$ cat config.mk
export PLATFORM = sky130hd
export DESIGN_NAME = asrc_host
export DESIGN_NICKNAME = d
export VERILOG_FILES = /design/src/rtl/asrc_pkg.sv /design/src/rtl/asrc_host.sv
export SDC_FILE = /design/constraint.sdc
export NUM_CORES = 1
export LEC_CHECK = 0
export CORE_AREA = 2 2 66 68
export CTS_CLUSTER_SIZE = 8
export DETAILED_ROUTE_END_ITERATION = 8
export DIE_AREA = 0 0 68 70
export DONT_BUFFER_PORTS = 1
export PLACE_DENSITY = 0.69
export SLEW_MARGIN = 15
export SYNTH_ARGS = -nofsm -noshare
export SYNTH_HDL_FRONTEND = slang
export SYNTH_SLANG_ARGS = --single-unit
export TNS_END_PERCENT = 50
$ cat constraint.sdc
create_clock -name clk_sys -period 2.9 [get_ports clk_sys]
set_input_delay 0.58 -clock clk_sys [delete_from_list [all_inputs] [get_ports clk_sys]]
set_output_delay 0.58 -clock clk_sys [all_outputs]
set_load 0.05 [all_outputs]
$ cat src/rtl/asrc_pkg.sv
// package: constants, timings and states for the async static memory host controller
package asrc_pkg;
    localparam int ADDR_W = 11;
    localparam int DATA_W = 8;
    localparam int CLK_NS = 50;
    // fastest-grade timings, ns
    localparam int READ_CYCLE_MIN_NS = 15;
    localparam int ADDR_ACCESS_MAX_NS = 15;
    localparam int SELECT_ACCESS_MAX_NS = 15;
    localparam int DRIVE_ENABLE_ACCESS_NS = 10;
    localparam int DESELECT_TO_FLOAT_NS = 10;
    localparam int STROBE_TO_FLOAT_NS = 7;
    localparam int WRITE_CYCLE_MIN_NS = 15;
    localparam int SELECT_TO_END_MIN_NS = 13;
    localparam int ADDR_VALID_TO_END_MIN_NS = 14;
    localparam int STROBE_PULSE_MIN_NS = 12;
    localparam int DATA_OVERLAP_MIN_NS = 12;
    localparam int DATA_HOLD_AFTER_END_NS = 0;
    localparam int WRITE_RECOVERY_MIN_NS = 0;
    // least times round up, none below one cycle
    function automatic int cyc_up(input int ns);
        int c;
        c = (ns + CLK_NS - 1) / CLK_NS;
        return (c < 1) ? 1 : c;
    endfunction
    localparam int READ_WAIT_NS = (SELECT_ACCESS_MAX_NS > ADDR_ACCESS_MAX_NS) ?
        SELECT_ACCESS_MAX_NS : ADDR_ACCESS_MAX_NS;
    localparam int READ_WAIT_CYC = cyc_up(READ_WAIT_NS);
    localparam int FLOAT_WAIT_CYC = cyc_up(DESELECT_TO_FLOAT_NS);
    localparam int STROBE_FLOAT_OVL_NS = STROBE_TO_FLOAT_NS + DATA_OVERLAP_MIN_NS;
    localparam int STROBE_NS = (STROBE_PULSE_MIN_NS > STROBE_FLOAT_OVL_NS) ?
        STROBE_PULSE_MIN_NS : STROBE_FLOAT_OVL_NS;
    localparam int STROBE_CYC = cyc_up(STROBE_NS);
    localparam int HOLD_CYC = cyc_up(DATA_HOLD_AFTER_END_NS);
    localparam int CNT_W = 4;
    localparam logic [CNT_W-1:0] CNT_ZERO = 4'h0;
    localparam logic [CNT_W-1:0] CNT_ONE = 4'h1;
    typedef enum logic [5:0] {
        ST_IDLE = 6'h01,
        ST_RSEL = 6'h02,
        ST_WSEL = 6'h04,
        ST_WSTB = 6'h08,
        ST_WHLD = 6'h10,
        ST_GAP = 6'h20
    } asrc_state_t;
endpackage

$ cat src/rtl/asrc_host.sv
// host controller driving an asynchronous 2K x 8 static memory over its pins
// Contract
// RL1: memory holds 2048 bytes, eleven-bit address, one shared byte bus.
// RL2: select high puts memory into standby until select low again.
// RL3: select high means standby and floating bus, other pins ignored.
// RL4: write happens only during overlap of select low and strobe low.
// RL5: address changes only while strobe high or select high.
// RL6: write recovery counts from first of select or strobe rising.
// RL7: select falling with or after strobe keeps memory outputs floating.
// RL8: strobe write with enable low: strobe low max of pulse, float+overlap.
// RL9: select-controlled write may keep enable low without longer select time.
// RL10: host never drives data while memory still drives the bus.
// RL11: write data held stable at least hold time after write end.
// RL12: memory data hold is shorter than its output re-drive delay.
// RL13: read keeps strobe high, address valid by select falling edge.
// RL14: reads spaced by read cycle time; data valid after address access.
// RL15: read data valid within select access time after select falls.
// RL16: read data valid within 10 ns after enable falls.
// RL17: previous data held 5 ns after address change.
// RL18: outputs drive 5 ns after select falls, float 10 ns after rise.
// RL19: memory powers down within 15 ns after select rises.
// RL20: address valid 14 ns and select low 13 ns before write end.
// RL21: strobe low at least 12 ns, data valid 12 ns before end.
// RL22: memory floats 7 ns after strobe falls, re-drives after write end.
// RL23: memory model updates byte combinationally during write window.
`timescale 1ns/100ps
module asrc_host
    import asrc_pkg::*;
#(
    parameter int AW = ADDR_W,
    parameter int DW = DATA_W
) (
    input wire logic clk_sys,
    input wire logic sys_rst,
    input wire logic reqValid,
    input wire logic reqWrite,
    input wire logic [AW-1:0] reqAddr,
    input wire logic [DW-1:0] reqData,
    output logic reqReady,
    output logic rspValid,
    output logic [DW-1:0] rspData,
    output logic [AW-1:0] wordAddress,
    output logic selectN,
    output logic strobeN,
    output logic driveEnN,
    input wire logic [DW-1:0] sharedByteBusIn,
    output logic [DW-1:0] sharedByteBusOut,
    output logic sharedByteBusOe
);
    import asrc_pkg::*;

    // ==========================================
    // sequencer
    asrc_state_t state_q, state_d;
    logic [CNT_W-1:0] cnt_q, cnt_d;
    logic [AW-1:0] addr_q, addr_d;
    logic [DW-1:0] wdat_q, wdat_d, rdat_q, rdat_d;
    logic sel_q, sel_d, stb_q, stb_d, oe_q, oe_d, drv_q, drv_d;
    logic rdy_q, rdy_d, rvld_q, rvld_d;
    // spacing between memory cycles, counted from each request taken
    localparam int CYCLE_MIN_NS = (READ_CYCLE_MIN_NS > WRITE_CYCLE_MIN_NS) ?
        READ_CYCLE_MIN_NS : WRITE_CYCLE_MIN_NS;
    localparam logic [CNT_W-1:0] CYCLE_MIN_CYC = CNT_W'(cyc_up(CYCLE_MIN_NS));
    logic [CNT_W-1:0] span_q, span_d;
    logic take, spanMet;

    always_comb begin
        state_d = state_q;
        cnt_d = cnt_q;
        addr_d = addr_q;
        wdat_d = wdat_q;
        rdat_d = rdat_q;
        sel_d = sel_q;
        stb_d = stb_q;
        oe_d = oe_q;
        drv_d = drv_q;
        rdy_d = 1'b0;
        rvld_d = 1'b0;
        case (state_q)
            ST_IDLE: begin
                // address only moves while select and strobe are high
                sel_d = 1'b1; // RL2 RL3 RL5
                stb_d = 1'b1;
                oe_d = 1'b1;
                drv_d = 1'b0;
                rdy_d = 1'b1;
                if (reqValid && rdy_q) begin
                    rdy_d = 1'b0;
                    addr_d = reqAddr; // RL13
                    wdat_d = reqData;
                    sel_d = 1'b0;
                    if (reqWrite) begin
                        // enable stays high, select leads: memory never drives
                        state_d = ST_WSEL; // RL7 RL9 RL10
                    end else begin
                        oe_d = 1'b0;
                        cnt_d = CNT_W'(READ_WAIT_CYC); // RL14 RL15 RL16
                        state_d = ST_RSEL;
                    end
                end
            end
            ST_RSEL: begin
                cnt_d = cnt_q - CNT_ONE;
                if (cnt_q == CNT_ONE) begin
                    rdat_d = sharedByteBusIn; // RL15
                    rvld_d = 1'b1;
                    sel_d = 1'b1;
                    oe_d = 1'b1;
                    // wait for the memory to float before any next cycle
                    cnt_d = CNT_W'(FLOAT_WAIT_CYC); // RL18 RL19
                    state_d = ST_GAP;
                end
            end
            ST_WSEL: begin
                stb_d = 1'b0; // RL4
                drv_d = 1'b1; // RL21
                cnt_d = CNT_W'(STROBE_CYC); // RL8 RL20
                state_d = ST_WSTB;
            end
            ST_WSTB: begin
                cnt_d = cnt_q - CNT_ONE;
                if (cnt_q == CNT_ONE) begin
                    // strobe rises first, ending the write
                    stb_d = 1'b1; // RL6 RL20
                    cnt_d = CNT_W'(HOLD_CYC);
                    state_d = ST_WHLD;
                end
            end
            ST_WHLD: begin
                cnt_d = cnt_q - CNT_ONE;
                if (cnt_q == CNT_ONE) begin
                    drv_d = 1'b0; // RL11 RL12
                    sel_d = 1'b1;
                    cnt_d = CNT_ONE;
                    state_d = ST_GAP;
                end
            end
            ST_GAP: begin
                cnt_d = cnt_q - CNT_ONE;
                if (cnt_q <= CNT_ONE) begin
                    cnt_d = CNT_ZERO;
                    if (spanMet) begin
                        rdy_d = 1'b1; // RL14
                        state_d = ST_IDLE;
                    end
                end
            end
            default: begin
                state_d = ST_IDLE;
                sel_d = 1'b1;
                stb_d = 1'b1;
                oe_d = 1'b1;
                drv_d = 1'b0;
            end
        endcase
    end

    always_ff @(posedge clk_sys) begin
        if (sys_rst) begin
            state_q <= ST_IDLE;
            cnt_q <= CNT_ZERO;
            addr_q <= '0;
            wdat_q <= '0;
            rdat_q <= '0;
            sel_q <= 1'b1;
            stb_q <= 1'b1;
            oe_q <= 1'b1;
            drv_q <= 1'b0;
            rdy_q <= 1'b0;
            rvld_q <= 1'b0;
        end else begin
            state_q <= state_d;
            cnt_q <= cnt_d;
            addr_q <= addr_d;
            wdat_q <= wdat_d;
            rdat_q <= rdat_d;
            sel_q <= sel_d;
            stb_q <= stb_d;
            oe_q <= oe_d;
            drv_q <= drv_d;
            rdy_q <= rdy_d;
            rvld_q <= rvld_d;
        end
    end

    // ==========================================
    // cycle guard
    // at this clock the sequencer alone covers the minimum cycle;
    // a faster clock would not, so the gap also waits on this count
    assign take = (state_q == ST_IDLE) && reqValid && rdy_q;
    assign spanMet = (span_q >= CYCLE_MIN_CYC); // RL14

    always_comb begin
        span_d = span_q;
        if (take) begin
            span_d = CNT_ZERO;
        end else if (span_q != '1) begin
            // saturates so a long stall cannot wrap below the minimum
            span_d = span_q + CNT_ONE;
        end
    end

    always_ff @(posedge clk_sys) begin
        if (sys_rst) begin
            span_q <= CNT_ZERO;
        end else begin
            span_q <= span_d;
        end
    end

    // ==========================================
    // outputs
    // every pin comes straight from a register, so no glitch reaches the memory
    assign reqReady = rdy_q;
    assign rspValid = rvld_q;
    assign rspData = rdat_q;
    assign wordAddress = addr_q;
    assign selectN = sel_q;
    assign strobeN = stb_q;
    assign driveEnN = oe_q;
    assign sharedByteBusOut = wdat_q;
    assign sharedByteBusOe = drv_q;
endmodule

==> results.md <==
* Status: completed
* Die width at 68 um
* Critical-path top delay cell: or4b_2
* Final worst slack at 0.9873 ns
* Initial drt markers at 111
* Mean Syn Cell Area at 8.353 um^2
* Vias in the first global route at 1510
* Switching power at 0.7445 mW
* Final Hold Fails at 0
* Vias at 1730
* First-pass GRT wire length at 7224 um
* DRC at 0
* Worst-margin pin slew at 0.5371 ns
* P per Cell Area at 853.8 mW/mm^2
* Wirelength per Cell at 14.74 um
* 1st-pass router iterations at 4
* Final setup skew at 0.009440 ns
* Setup bufs post-CTS at 0
* Max-cap violations at 0
* Area leader, netlist: dfxtp_1
* Starting Density at 52.20%
* Post-Syn Instances at 259
* CP required at 3.13 ns
* Slew Limit Fails at 0
* Num Clock Sinks at 47
* Clock Tree Root: clkbuf_8
* Gr ovfl total at 0
* Hold/Removal Path Class: input pin to register
* Power share of the sequential group at 50.4%
* Final ANT Viol Nets at 0
* Ys async rst share at 0%
* Global placer's final weighted congestion at 0.8368
* Leak at 0.8142 nW
* Routed vias/inst at 5.691
* Unique masters post-synth at 51
* Kind of critical path: register to register
* Largest net degree at the start of global routing at 44
* Primary FF master, synth: dfxtp_1
* Post-DP HPWL at 3113 um
* Slew HR at 64.15%
* Antenna Cells at 0
* Final worst path period need at 1.913 ns
* Synth warn at 0
* Core box area at 0.004144 mm^2
* Netlist Area Pre-Place at 0.002163 mm^2
* Worst-Skew Late Latency at 0.30 ns
* CP Max Fanout at 5
* Final setup fails at 0
* Dpl ws at 1.002 ns
* Layout overhead on the synthesized area at 4.742%
* IO buf count at 0
* Area share of the largest cell type after synthesis at 43.49%
* Peak supply drop at 0.4356 mV
* FF+latch count, synth at 47
* Clk slew on worst S/H paths at 0.09 ns
* Layout Nets at 287
* Initial antenna violation count at 0
* Total GRT Usage at 19.66%
* Rows at 24
* Combinational Power Share at 23.3%
* DIE AREA at 0.004760 mm^2
* Worst path cell trace: inv_1 -> ha_1 -> or4b_2 -> o211ai_2 -> mux2i_1
* I/O pin count at 64
* Clock share of power at 26.3%
* Hold buffers post-CTS at 0
* Die extent in y at 70 um
* Sequential element share of the synthesized area at 43.49%
* Resized Gates After CTS at 0
* Unrepaired setup endpoints after global routing: false
* Crit. End Element: register
* Most common cell in the netlist: nand2_1
* Startpoint types: register
* CTS buffer count at 5
* CTS tree: yes
* Post-synth EDFFs at 0
* Clock buffer depth at 2
* Worst Path Arrival at 2.14 ns
* Part of the cycle the worst path needs at 65.96%
* Setup_tns at 0 ns
* Crit path largest cell delay at 0.67 ns
* Synthesized Nets at 295
* H-Tree Depth at 2
* Sw frac at 38.48%
* Total wire length at 4481 um
* Area contributors post-synth: dfxtp_1, nand2_1, a21oi_1
* Layout cell share with drive strength beyond 1 at 10.32%
* Most frequent cells after synthesis: nand2_1, dfxtp_1, a21oi_1
* F_max at 522.8 MHz
* Int Pwr at 1.190 mW
[registers in the layout (all words and copies together), names as in the netlist]
register and flops:
cnt_q 4, driveEnN 1, reqReady 1, rspData 8, rspValid 1, selectN 1, sharedByteBusOe 1, sharedByteBusOut 8
span_q 4, state_q 6, strobeN 1, wordAddress 11
[path summary, 6_finish.rpt]
check                           startpoint    endpoint  slack (ns)  depth (start not counted)
worst max register to register   span_q[1]  state_q[5]        0.99                          5
worst min register to register    cnt_q[0]    cnt_q[0]        0.53                          2
worst min-delay path               sys_rst  rspData[3]        0.34                          1
worst max-delay path             span_q[1]  state_q[5]        0.99                          5
[power by group through the flow]
stage | Combinational [mW] | Sequential (mW) | Clock, mW
after global routing | 0.507 | 0.990 | 0.547
after CTS | 0.450 | 0.974 | 0.518
after detailed placement | 0.448 | 0.990 | 0
after global placement | 0.438 | 0.989 | 0
final | 0.452 | 0.975 | 0.508
after floorplan | 0.420 | 0.942 | 0
[metrics by stage]
stage               power, mW  area, um^2  utilization [%]  hold slack [ns]  std cells
global placement        1.427        2145            51.75           0.4879        296
global route            2.044        2266            54.68           0.3147        304
finish                  1.935        2266            54.68           0.3351        304
floorplan               1.362        2163                -           0.4682        259
detailed placement      1.438        2145            51.75           0.5183        296
CTS                     1.942        2266            54.68           0.3290        304
[routing by layer]
metal	vias to the layer above	GRT usage [%]	wire, um
met5	-	0	0
met4	0	4.667	28
met3	4	6.119	376
met2	60	28.91	2079
met1	793	27.99	1997
li1	873	-	-
[kinds of logic (layout without fill, tap and decap cells)]
kind of cell	Yosys count	count (layout)	share of synthesized area, %
AND/OR/NAND/NOR	113	113	26.78
AO/OA/AOI/OAI	62	62	17.93
flip-flops	47	47	43.49
buffers and inverters	25	18	5.957
adder cells (fa/ha/maj)	5	5	2.892
XOR/XNOR	5	5	2.025
multiplexers	2	2	0.9254
[final cells by class]
type                            count  area (um^2)
Tap cell                           52        65.06
Clock inverter                      2        38.79
Fill cell                         384         1878
Inverter                            8        30.03
Sequential cell                    47        940.9
Clock buffer                        6        82.58
Timing Repair Buffer                2        15.01
Multi-Input combinational cell    187         1094
[worst max-delay path: cells and delay by family (launching register included)]
family / cells / cell delay, ns
AO/OA/AOI/OAI: 1 / 0.32
multiplexers: 1 / 0.24
adder cells (fa/ha/maj): 1 / 0.17
flip-flops: 1 / 0.38
AND/OR/NAND/NOR: 1 / 0.67
buffers and inverters: 1 / 0.07
[cell usage in the layout, fill, tap and decap left out, drive strengths merged, types with 2 or more instances in the layout]
master / count
nand2: 66
dfxtp: 47
a21oi: 35
inv: 9
nand3: 8
o21ai: 8
nor3: 8
clkbuf: 6
nor2: 6
ha: 5
nor4: 5
nor3b: 5
xor2: 3
o211ai: 3
nor2b: 2
xnor2: 2
nand3b: 2
o211a: 2
mux2i: 2
o31ai: 2
a211oi: 2
buf: 2
and2: 2
or3b: 2
No activity file was read; power rests on OpenSTA's default activity.
